[config.mk]
export PLATFORM = sky130hd
export DESIGN_NAME = gcsh_ctrl
export DESIGN_NICKNAME = d
export VERILOG_FILES = /design/src/pkg/gcsh_pkg.sv /design/src/rtl/gcsh_node_table.sv /design/src/rtl/gcsh_emcy_tx.sv /design/src/rtl/gcsh_ctrl.sv
export SDC_FILE = /design/constraint.sdc
export NUM_CORES = 2
export LEC_CHECK = 0
export BUFFER_PORTS_ARGS = -buffer_cell sky130_fd_sc_hd__buf_2
export CAP_MARGIN = 15
export CORE_MARGIN = 2
export CORE_UTILIZATION = 56
export DETAILED_ROUTE_END_ITERATION = 6
export HOLD_SLACK_MARGIN = 0.06
export PLACE_DENSITY = 0.8
export SETUP_SLACK_MARGIN = 0.1
export SLEW_MARGIN = 20
export SYNTH_ARGS = -nofsm -noshare
export SYNTH_HDL_FRONTEND = slang
export SYNTH_SLANG_ARGS = --single-unit
[constraint.sdc]
create_clock -name clk -period 2.88 [get_ports clk]
set_clock_uncertainty 0.05 [all_clocks]
set_input_delay 0.288 -clock clk [delete_from_list [all_inputs] [get_ports clk]]
set_output_delay 0.288 -clock clk [all_outputs]
set_load 0.005 [all_outputs]
[src/pkg/gcsh_pkg.sv]
package gcsh_pkg;
  // ----------------------------------------
  // Register map and fields
  // ----------------------------------------
  localparam int WB_AW = 8;
  localparam logic [7:0] ADR_CTRL = 8'h00;
  localparam logic [7:0] ADR_STATUS = 8'h04;
  localparam logic [7:0] ADR_CONFIG = 8'h08;
  localparam logic [7:0] ADR_GSTAT = 8'h0c;
  localparam int TOG_BIT = 7;
  localparam int CODE_HI = 6;
  localparam int CODE_LO = 4;
  localparam int EXT_HI = 3;
  localparam int EXT_LO = 0;
  localparam int NODE_LO = 8;
  localparam int NODE_HI = 15;
  localparam int STATE_LO = 16;
  localparam int STATE_HI = 17;
  localparam int CFG_MASTER_BIT = 0;
  localparam int CFG_PERMIT_BIT = 1;
  localparam logic [15:0] CTRL_RST = 16'h0070;
  localparam logic [7:0] STAT_RST = 8'h70;
  // ----------------------------------------
  // Commands, extensions, nodes
  // ----------------------------------------
  localparam logic [2:0] CMD_SET_NMT = 3'h0;
  localparam logic [2:0] CMD_GET_NODE = 3'h1;
  localparam logic [2:0] CMD_GET_GEN = 3'h2;
  localparam logic [2:0] CMD_NOP = 3'h7;
  localparam logic [3:0] EXT_PREOP = 4'h0;
  localparam logic [3:0] EXT_OPER = 4'h1;
  localparam logic [3:0] EXT_RST_NODE = 4'h2;
  localparam logic [3:0] EXT_RST_COMM = 4'h3;
  localparam logic [3:0] EXT_STOP = 4'h4;
  localparam logic [3:0] EXT_UNKNOWN = 4'h5;
  localparam logic [3:0] EXT_MISSING = 4'h6;
  localparam logic [3:0] EXT_ERROR = 4'hf;
  localparam logic [7:0] NODE_SELF = 8'h00;
  localparam logic [7:0] NODE_ALL = 8'h80;
  localparam int GS_BUS_OFF = 0;
  localparam int GS_ERR_PASV = 1;
  localparam int GS_SUPV = 2;
  localparam int GS_SYNC = 3;
  localparam logic [15:0] EMCY_CODE = 16'hff10;
  localparam int NODES = 127;
  localparam int NODE_W = 7;
  // ----------------------------------------
  // Timing
  // ----------------------------------------
  localparam int CLK_PERIOD_NS = 8;
  localparam int INIT_TIME_NS = 2000;
  localparam int INIT_CYCLES = (INIT_TIME_NS + CLK_PERIOD_NS - 1) / CLK_PERIOD_NS;
  typedef enum logic [1:0] {
    NMT_INIT = 2'b00,
    NMT_PREOP = 2'b01,
    NMT_OPER = 2'b10,
    NMT_STOP = 2'b11
  } gcsh_nmt_t;
endpackage

[src/rtl/gcsh_node_table.sv]
`timescale 1ns/10ps
module gcsh_node_table #(
  parameter int NODES = gcsh_pkg::NODES,
  parameter int NW = gcsh_pkg::NODE_W
) (
  input wire logic clk,
  input wire logic rstn,
  input wire logic ce,
  input wire logic upd_valid,
  input wire logic [NW-1:0] upd_node,
  input wire logic upd_supervised,
  input wire logic [3:0] upd_state,
  input wire logic [NW-1:0] rd_node,
  output logic [3:0] rd_state,
  output logic any_error,
  output logic [NW-1:0] low_error
);
  logic [3:0] state_mem [1:NODES];
  logic [NODES:1] supv;
  logic [NODES:1] err;

  // Node state and supervision flags, written by the supervision engine
  always_ff @(posedge clk) begin
    if (!rstn) begin
      supv <= '0;
      for (int i = 1; i <= NODES; i++) begin
        state_mem[i] <= gcsh_pkg::EXT_UNKNOWN;
      end
    end else if (ce && upd_valid && upd_node != '0) begin
      supv[upd_node] <= upd_supervised;
      state_mem[upd_node] <= upd_state;
    end
  end

  // Per-node fault, only for supervised nodes
  for (genvar g = 1; g <= NODES; g++) begin : g_err
    assign err[g] = supv[g] && (state_mem[g] == gcsh_pkg::EXT_MISSING ||
                    state_mem[g] == gcsh_pkg::EXT_ERROR);
  end

  // Lowest faulty node wins
  always_comb begin
    low_error = '0;
    for (int i = NODES; i >= 1; i--) begin
      if (err[i]) begin
        low_error = NW'(i);
      end
    end
  end

  assign any_error = |err;
  assign rd_state = (rd_node != '0 && supv[rd_node]) ? state_mem[rd_node] :
                    gcsh_pkg::EXT_UNKNOWN;

  a_unsup_no_err: assert property (@(posedge clk) disable iff (!rstn)
    (supv == '0) |-> !any_error) else $error("fault shown for unsupervised node");
endmodule // gcsh_node_table

[src/rtl/gcsh_emcy_tx.sv]
`timescale 1ns/10ps
module gcsh_emcy_tx #(
  parameter logic [15:0] CODE = gcsh_pkg::EMCY_CODE
) (
  input wire logic clk,
  input wire logic rstn,
  input wire logic ce,
  input wire logic req,
  output logic emcy_valid,
  output logic [15:0] emcy_code,
  input wire logic emcy_ready
);
  // Pending emergency held until the network side takes it
  always_ff @(posedge clk) begin
    if (!rstn) begin
      emcy_valid <= 1'b0;
    end else if (ce) begin
      if (req) begin
        emcy_valid <= 1'b1;
      end else if (emcy_ready) begin
        emcy_valid <= 1'b0;
      end
    end
  end

  assign emcy_code = CODE;

  a_emcy_hold: assert property (@(posedge clk) disable iff (!rstn)
    emcy_valid && !emcy_ready |=> emcy_valid) else $error("emergency dropped early");
endmodule // gcsh_emcy_tx

[src/rtl/gcsh_ctrl.sv]
`timescale 1ns/10ps
module gcsh_ctrl #(
  parameter int INIT_CYCLES = gcsh_pkg::INIT_CYCLES,
  parameter int NODES = gcsh_pkg::NODES
) (
  input wire logic clk,
  input wire logic rstn,
  input wire logic ce,
  input wire logic wb_cyc_i,
  input wire logic wb_stb_i,
  input wire logic wb_we_i,
  input wire logic [gcsh_pkg::WB_AW-1:0] wb_adr_i,
  input wire logic [3:0] wb_sel_i,
  input wire logic [31:0] wb_dat_i,
  output logic [31:0] wb_dat_o,
  output logic wb_ack_o,
  input wire logic sec_start_req,
  input wire logic upd_valid,
  input wire logic [gcsh_pkg::NODE_W-1:0] upd_node,
  input wire logic upd_supervised,
  input wire logic [3:0] upd_state,
  input wire logic bus_off,
  input wire logic error_passive_flag,
  input wire logic sync_fail,
  output logic [15:0] status_word,
  output logic io_exchange_en,
  output logic [1:0] nmt_state,
  output logic nmt_req_valid,
  output logic [3:0] nmt_req_cs,
  output logic [7:0] nmt_req_node,
  output logic reload_config,
  output logic reload_comm,
  output logic emcy_valid,
  output logic [15:0] emcy_code,
  input wire logic emcy_ready
);
  localparam int CW = $clog2(INIT_CYCLES + 1);

  gcsh_pkg::gcsh_nmt_t state;
  gcsh_pkg::gcsh_nmt_t next_state;
  logic [15:0] ctrl;
  logic [1:0] cfg;
  logic [7:0] stat0;
  logic [7:0] err_node;
  logic op_permit;
  logic [CW-1:0] init_cnt;
  logic wr_ack;
  logic cw_new;
  logic exec;
  logic [2:0] cmd;
  logic [3:0] ext;
  logic [7:0] node;
  logic master_role;
  logic to_self;
  logic set_nmt;
  logic emcy_req;
  logic [3:0] local_code;
  logic [3:0] tbl_state;
  logic any_error;
  logic [gcsh_pkg::NODE_W-1:0] low_error;
  logic [3:0] gen_status;
  logic [31:0] rd_mux;

  // ----------------------------------------
  // Wishbone slave
  // ----------------------------------------

  // One wait state; ack drops the cycle after it is given
  always_ff @(posedge clk) begin
    if (!rstn) begin
      wb_ack_o <= 1'b0;
    end else if (ce) begin
      wb_ack_o <= wb_cyc_i && wb_stb_i && !wb_ack_o;
    end
  end

  assign wr_ack = wb_cyc_i && wb_stb_i && wb_we_i && wb_ack_o;

  // Read data captured when the request is first seen
  always_comb begin
    rd_mux = '0;
    unique case (wb_adr_i)
      gcsh_pkg::ADR_CTRL: rd_mux[15:0] = ctrl;
      gcsh_pkg::ADR_STATUS: begin
        rd_mux[15:0] = status_word;
        rd_mux[gcsh_pkg::STATE_HI:gcsh_pkg::STATE_LO] = state;
      end
      gcsh_pkg::ADR_CONFIG: rd_mux[1:0] = cfg;
      gcsh_pkg::ADR_GSTAT: rd_mux[3:0] = gen_status;
      default: rd_mux = '0;
    endcase
  end

  always_ff @(posedge clk) begin
    if (!rstn) begin
      wb_dat_o <= '0;
    end else if (ce && wb_cyc_i && wb_stb_i && !wb_ack_o) begin
      wb_dat_o <= rd_mux;
    end
  end

  // Control word register, written by the primary master
  always_ff @(posedge clk) begin
    if (!rstn) begin
      ctrl <= gcsh_pkg::CTRL_RST;
    end else if (ce && wr_ack && wb_adr_i == gcsh_pkg::ADR_CTRL) begin
      if (wb_sel_i[0]) begin
        ctrl[7:0] <= wb_dat_i[7:0];
      end
      if (wb_sel_i[1]) begin
        ctrl[15:8] <= wb_dat_i[15:8];
      end
    end
  end

  // Role configuration; permit bit is read-only
  always_ff @(posedge clk) begin
    if (!rstn) begin
      master_role <= 1'b0;
    end else if (ce && wr_ack && wb_adr_i == gcsh_pkg::ADR_CONFIG && wb_sel_i[0]) begin
      master_role <= wb_dat_i[gcsh_pkg::CFG_MASTER_BIT];
    end
  end

  // Readback view of role and permit, one driver for the whole word
  always_comb begin
    cfg = '0;
    cfg[gcsh_pkg::CFG_MASTER_BIT] = master_role;
    cfg[gcsh_pkg::CFG_PERMIT_BIT] = op_permit;
  end

  // ----------------------------------------
  // Command decode
  // ----------------------------------------

  // Field split of byte 0 and node byte
  assign cmd = ctrl[gcsh_pkg::CODE_HI:gcsh_pkg::CODE_LO];
  assign ext = ctrl[gcsh_pkg::EXT_HI:gcsh_pkg::EXT_LO];
  assign node = ctrl[gcsh_pkg::NODE_HI:gcsh_pkg::NODE_LO];
  assign cw_new = ctrl[gcsh_pkg::TOG_BIT] != stat0[gcsh_pkg::TOG_BIT];
  assign exec = cw_new && state != gcsh_pkg::NMT_INIT;
  assign to_self = !master_role || node == gcsh_pkg::NODE_SELF ||
                   node == gcsh_pkg::NODE_ALL;
  assign set_nmt = exec && cmd == gcsh_pkg::CMD_SET_NMT &&
                   ext <= gcsh_pkg::EXT_STOP;
  assign gen_status = {sync_fail, any_error, error_passive_flag, bus_off};

  // Own state as a node-state code
  always_comb begin
    unique case (state)
      gcsh_pkg::NMT_INIT: local_code = gcsh_pkg::EXT_RST_COMM;
      gcsh_pkg::NMT_PREOP: local_code = gcsh_pkg::EXT_PREOP;
      gcsh_pkg::NMT_OPER: local_code = gcsh_pkg::EXT_OPER;
      gcsh_pkg::NMT_STOP: local_code = gcsh_pkg::EXT_STOP;
    endcase
  end

  gcsh_node_table #(
    .NODES(NODES),
    .NW(gcsh_pkg::NODE_W)
  ) u_table (
    .clk(clk),
    .rstn(rstn),
    .ce(ce),
    .upd_valid(upd_valid),
    .upd_node(upd_node),
    .upd_supervised(upd_supervised),
    .upd_state(upd_state),
    .rd_node(node[gcsh_pkg::NODE_W-1:0]),
    .rd_state(tbl_state),
    .any_error(any_error),
    .low_error(low_error)
  );

  // ----------------------------------------
  // Status word
  // ----------------------------------------

  // Accept a new command: mirror toggle, echo code and answer
  always_ff @(posedge clk) begin
    if (!rstn) begin
      stat0 <= gcsh_pkg::STAT_RST;
    end else if (ce && exec) begin
      unique case (cmd)
        gcsh_pkg::CMD_SET_NMT: begin
          if (ext <= gcsh_pkg::EXT_STOP) begin
            stat0 <= {ctrl[gcsh_pkg::TOG_BIT], cmd, ext};
          end
        end
        gcsh_pkg::CMD_GET_NODE: begin
          if (node == gcsh_pkg::NODE_SELF) begin
            stat0 <= {ctrl[gcsh_pkg::TOG_BIT], cmd, local_code};
          end else if (node == gcsh_pkg::NODE_ALL) begin
            stat0 <= {ctrl[gcsh_pkg::TOG_BIT], cmd,
                      any_error ? gcsh_pkg::EXT_ERROR : local_code};
          end else begin
            stat0 <= {ctrl[gcsh_pkg::TOG_BIT], cmd, tbl_state};
          end
        end
        gcsh_pkg::CMD_GET_GEN: stat0 <= {ctrl[gcsh_pkg::TOG_BIT], cmd, gen_status};
        gcsh_pkg::CMD_NOP: stat0 <= {ctrl[gcsh_pkg::TOG_BIT], cmd, ext};
        default: stat0 <= stat0;
      endcase
    end
  end

  // Lowest faulty supervised node
  always_ff @(posedge clk) begin
    if (!rstn) begin
      err_node <= '0;
    end else if (ce) begin
      err_node <= {1'b0, low_error};
    end
  end

  assign status_word = {err_node, stat0};

  // ----------------------------------------
  // Local NMT state machine
  // ----------------------------------------

  // Initialization time, then pre-operational on its own
  always_ff @(posedge clk) begin
    if (!rstn) begin
      init_cnt <= '0;
    end else if (ce) begin
      if (state == gcsh_pkg::NMT_INIT) begin
        init_cnt <= init_cnt + CW'(1);
      end else begin
        init_cnt <= '0;
      end
    end
  end

  always_comb begin
    next_state = state;
    emcy_req = 1'b0;
    unique case (state)
      gcsh_pkg::NMT_INIT: begin
        if (init_cnt == CW'(INIT_CYCLES - 1)) begin
          next_state = gcsh_pkg::NMT_PREOP;
        end
      end
      default: begin
        if (sec_start_req) begin
          if (op_permit) begin
            next_state = gcsh_pkg::NMT_OPER;
          end else begin
            emcy_req = 1'b1;
          end
        end
        if (set_nmt && to_self) begin
          unique case (ext)
            gcsh_pkg::EXT_PREOP: begin
              next_state = gcsh_pkg::NMT_PREOP;
              emcy_req = 1'b1;
            end
            gcsh_pkg::EXT_OPER: begin
              if (master_role) begin
                next_state = gcsh_pkg::NMT_OPER;
              end
            end
            gcsh_pkg::EXT_STOP: next_state = gcsh_pkg::NMT_STOP;
            default: next_state = gcsh_pkg::NMT_INIT;
          endcase
        end
      end
    endcase
  end

  always_ff @(posedge clk) begin
    if (!rstn) begin
      state <= gcsh_pkg::NMT_INIT;
    end else if (ce) begin
      state <= next_state;
    end
  end

  // Permission for operational, granted only by the primary master
  always_ff @(posedge clk) begin
    if (!rstn) begin
      op_permit <= 1'b0;
    end else if (ce && set_nmt && to_self) begin
      op_permit <= ext == gcsh_pkg::EXT_OPER || ext == gcsh_pkg::EXT_STOP;
    end
  end

  // Reload strobes and NMT requests to remote nodes
  always_ff @(posedge clk) begin
    if (!rstn) begin
      reload_config <= 1'b0;
      reload_comm <= 1'b0;
      nmt_req_valid <= 1'b0;
      nmt_req_cs <= '0;
      nmt_req_node <= '0;
    end else if (ce) begin
      reload_config <= set_nmt && to_self && ext == gcsh_pkg::EXT_RST_NODE;
      reload_comm <= set_nmt && to_self && ext == gcsh_pkg::EXT_RST_COMM;
      nmt_req_valid <= set_nmt && master_role && node != gcsh_pkg::NODE_SELF;
      if (set_nmt && master_role) begin
        nmt_req_cs <= ext;
        nmt_req_node <= node;
      end
    end
  end

  assign io_exchange_en = state == gcsh_pkg::NMT_OPER;
  assign nmt_state = state;

  gcsh_emcy_tx #(
    .CODE(gcsh_pkg::EMCY_CODE)
  ) u_emcy (
    .clk(clk),
    .rstn(rstn),
    .ce(ce),
    .req(emcy_req && ce),
    .emcy_valid(emcy_valid),
    .emcy_code(emcy_code),
    .emcy_ready(emcy_ready)
  );

  // ----------------------------------------
  // Checks
  // ----------------------------------------
  a_toggle_mirror: assert property (@(posedge clk) disable iff (!rstn)
    ce && exec && cmd == gcsh_pkg::CMD_NOP |=>
    status_word[gcsh_pkg::TOG_BIT] == $past(ctrl[gcsh_pkg::TOG_BIT]))
    else $error("status toggle not mirrored");
  a_repeat_ignored: assert property (@(posedge clk) disable iff (!rstn)
    !cw_new |=> $stable(stat0)) else $error("repeated control word executed");
  a_echo_code: assert property (@(posedge clk) disable iff (!rstn)
    ce && set_nmt |=> stat0[gcsh_pkg::CODE_HI:gcsh_pkg::EXT_LO] == $past(ctrl[6:0]))
    else $error("set state not echoed");
  a_err_node: assert property (@(posedge clk) disable iff (!rstn)
    ce && !any_error |=> err_node == 8'h00) else $error("error node not zero");
  a_reject_emcy: assert property (@(posedge clk) disable iff (!rstn)
    ce && sec_start_req && !op_permit && state != gcsh_pkg::NMT_INIT |=> emcy_valid)
    else $error("start not refused");
  a_preop_emcy: assert property (@(posedge clk) disable iff (!rstn)
    ce && set_nmt && to_self && ext == gcsh_pkg::EXT_PREOP |=>
    emcy_valid && state == gcsh_pkg::NMT_PREOP) else $error("no emergency on preop");
  a_init_auto: assert property (@(posedge clk) disable iff (!rstn)
    ce && state == gcsh_pkg::NMT_INIT && init_cnt == CW'(INIT_CYCLES - 1) |=>
    state == gcsh_pkg::NMT_PREOP) else $error("no automatic preop");
  a_oper_cause: assert property (@(posedge clk) disable iff (!rstn)
    $rose(io_exchange_en) |-> $past(set_nmt || (sec_start_req && op_permit)))
    else $error("operational without command");
  a_reset_init: assert property (@(posedge clk) disable iff (!rstn)
    reload_config || reload_comm |-> state == gcsh_pkg::NMT_INIT)
    else $error("reset without reinit");
  c_oper: cover property (@(posedge clk) disable iff (!rstn) $rose(io_exchange_en));
  c_emcy: cover property (@(posedge clk) disable iff (!rstn) emcy_valid && emcy_ready);
  c_node_query: cover property (@(posedge clk) disable iff (!rstn)
    exec && cmd == gcsh_pkg::CMD_GET_NODE);
endmodule // gcsh_ctrl

==> impl_metrics.ini <==
[final_layout]
final_common_cell = edfxtp_1
fin_area_um2 = 44200
final_cell_mix = edfxtp_1, nor2_1, nand2_1
synthToLayoutAreaGrowth_pct = 19.5
n_fill_cell = 4692
drive_gt1_frac = 0.222
fin_util = 0.674
nets = 3887

[logic_synthesis]
ys_warn_count = 0
synth_seq_cells = 724
synth-seq-area-share = 0.530
synth_area_leaders = edfxtp_1, dfxtp_1, mux4_2
netlist_area_um2 = 37000
synth_edf_count = 512
synth_top_area_frac = 0.416
synth_flop_cell = edfxtp_1
avgSynthCellArea_um2 = 10.6
synth_cells = 3478
synth-async-reset-ratio = 0
synth_top_cell_by_area = edfxtp_1
synth_cell_type_count = 80

[critical_path]
worst_setup_path_start_kind = flop
critPathRequiredTime_ps = 3350
reg2reg_to = stat0[2]
critical_path_class = reg -> reg
critPathMaxFanout = 6
rrSetupSlack_ps = -360
critPathCaptureType = flop
cp_data_arrival_time_ps = 3720
ff2ff_path_depth = 12

[hold_path]
min_to = stat0[0]
hold_path.class = in -> reg
hp-start = bus_off
hold_path_depth = 5

[die]
die_h_um = 261
die_area_um2 = 68100
coreArea_um2 = 65600
rows = 94
pin_count = 152
die_x_um = 261
start_util = 0.564

[placement]
dpl_worst_slack_ps = -589
dp.final_hpwl_mm = 103
numPortBuffers = 102
dpl_cell_area_um2 = 40600
finalWeightedCongestion = 1.11

[clock_tree]
insertion_delay_ps = 650
clock_sinks = 724
cts_root_buf = clkbuf_16
cts_buffers = 78
h-tree-depth = 3
max-clock-path-buffers = 3
cts.clk_slew.worst_paths_ps = 60
cts_tree = yes

[sta]
final-setup-viol-count = 4
setup_ws_ps = -362
max_freq_mhz = 308
finalHoldViolCount = 0
finalMaxSlewViolations = 0
maxSlewHeadroom = 0.413
timing.final.crit_share = 1.13
fin_crit_ps = 3240
tightest_slew_ps = 871
rsz0062_at_grt = yes

[drt]
vias = 33342
drt_iter0_markers = 6337
vias_per_cell = 7.02
wl_per_cell_um = 30.7
drt_wl_total_mm = 146
firstDrtPassIters = 7
drc = 4
final_antenna_net_count = 0

[global_route]
grt.overflow.total = 0
antenna_found_initial = 3
grt_first_pass_wirelength_mm = 208
grt_pass1_vias = 31205
grt_max_degree = 67
track_usage = 0.421

[power_and_ir_drop]
power.switching_mw = 5.58
seqPwrFrac = 0.504
leakage_nw = 15.2
comb_power_share = 0.058
power.internal_mw = 18.0
clkPwrFrac = 0.439
ir_drop_mv = 0.443
power_density_nw_per_um2 = 533
power_mw = 23.6
p_sw_frac = 0.237

[outcome]
outcome = finished, violations left
violations = design-rule violations, negative setup slack

[job]
drv_cap = 0
-- cell usage after synthesis (5+ instances only) --
| master | instances |
|---|---|
| a211oi_1 | 21 |
| a21oi_1 | 144 |
| a22oi_1 | 32 |
| a31oi_1 | 15 |
| a32oi_1 | 5 |
| and2_1 | 50 |
| and3_1 | 8 |
| and4_1 | 21 |
| buf_1 | 10 |
| buf_2 | 16 |
| buf_4 | 47 |
| buf_6 | 7 |
| clkbuf_1 | 199 |
| dfxtp_1 | 212 |
| edfxtp_1 | 512 |
| inv_1 | 68 |
| mux2i_1 | 67 |
| mux4_1 | 13 |
| mux4_2 | 154 |
| nand2_1 | 387 |
| nand2b_1 | 14 |
| nand3_1 | 180 |
| nand3b_1 | 9 |
| nand4_1 | 74 |
| nor2_1 | 492 |
| nor2b_1 | 25 |
| nor3_1 | 36 |
| nor3b_1 | 5 |
| nor4_1 | 30 |
| o211ai_1 | 16 |
| o21a_1 | 10 |
| o21ai_0 | 280 |
| o22ai_1 | 33 |
| o31ai_1 | 5 |
| or2_2 | 8 |
| or3_1 | 55 |
| or4_1 | 5 |
| xnor2_1 | 60 |
| xor2_1 | 75 |
-- kinds of logic after synthesis --
family / synth area share
DFF: 0.530
and+or+nand+nor: 0.176
muxes: 0.122
xor gates and xnor gates: 0.0320
AOI/OAI and AO/OA: 0.0949
adders and majority gates: 0.000676
buffers and inverters: 0.0437
other: 0.000203
-- final cells by class --
type                       instances  area, um^2  share of cell area
inverter                          71         269             0.00609
clock buffer                     101        2180              0.0493
multi-input combinational       2433       16300               0.370
sequential                       724       19600               0.444
tap                              864        1080              0.0245
timing repair buffer             509        4260              0.0965
clock inverter                    42         433             0.00979
antenna                            3        7.51            0.000170
-- stage by stage --
stage | TNS, ps | hold slack, ps | cells
6_report | -1170 | 78.1 | 4747
3_3_place_gp | -1820 | 363 | 4551
4_1_cts | -538 | 61.4 | 4735
3_5_place_dp | -1890 | 375 | 4551
2_1_floorplan | 0 | 337 | 3511
5_1_grt | -1380 | 82.0 | 4744
-- critical path: stages, from the launching register on --
cell      delay [ps]
dfxtp_4          380
buf_12           140
buf_16           140
buf_4            120
mux4_2           530
mux4_2           570
and3_4           230
a21oi_2          120
o21ai_2           70
a211oi_2         340
buf_4            190
a311oi_1          40
o221a_1          210
-- what timing repair did --
| action | CTS | global route |
|---|---|---|
| hold endpoints to repair | 27 | 0 |
| hold buffers | 21 | 0 |
| gates cloned | 3 | 1 |
| gates resized for setup | 60 | 46 |
| pin swaps | 15 | 23 |
| buffers inserted | 17 | 8 |
| endpoints found under the setup margin | 7 | 11 |
-- power by group through the flow --
stage          logic (mW)  clock network (mW)  registers, mW
2_1_floorplan       0.740                   0           11.9
3_3_place_gp         1.22                   0           12.0
3_5_place_dp         1.24                   0           12.1
4_1_cts              1.28                10.3           11.8
5_1_grt              1.39                10.7           11.9
6_report             1.36                10.3           11.9
-- flip-flops by register name, indices dropped and copies added (netlist names), 4 cells and up, named ones only --
register and flops:
err_node 7, ctrl 16, init_cnt 8, wb_dat_o 18, u_table.supv 127, stat0 8
nmt_req_cs 4, u_table.state_mem 512, nmt_req_node 8
-- how the worst max path moves through the flow --
stage	startpoint	end	slack, ps	cells after the start
final	flop	stat0[2]	-360	12
after global routing	flop	stat0[2]	-340	12
after CTS	flop	stat0[2]	-190	12
after detailed placement	u_table.state_mem[77][3]	err_node[1]	-590	9
after global placement	u_table.state_mem[77][3]	err_node[1]	-620	9
after floorplan	flop	stat0[2]	200	11
-- per-layer routing --
layer  wire length (um)  share of wire  GRT usage  vias to the layer above
met2              60800           0.42      0.609                     3369
met3              25000           0.17      0.148                      754
met5                 11       0.000075          0                        -
li1                   -              -          -                    13402
met1              47900           0.33      0.535                    15815
met4              12100          0.083      0.285                        2
Note: power is estimated with default switching activity, not from simulation.
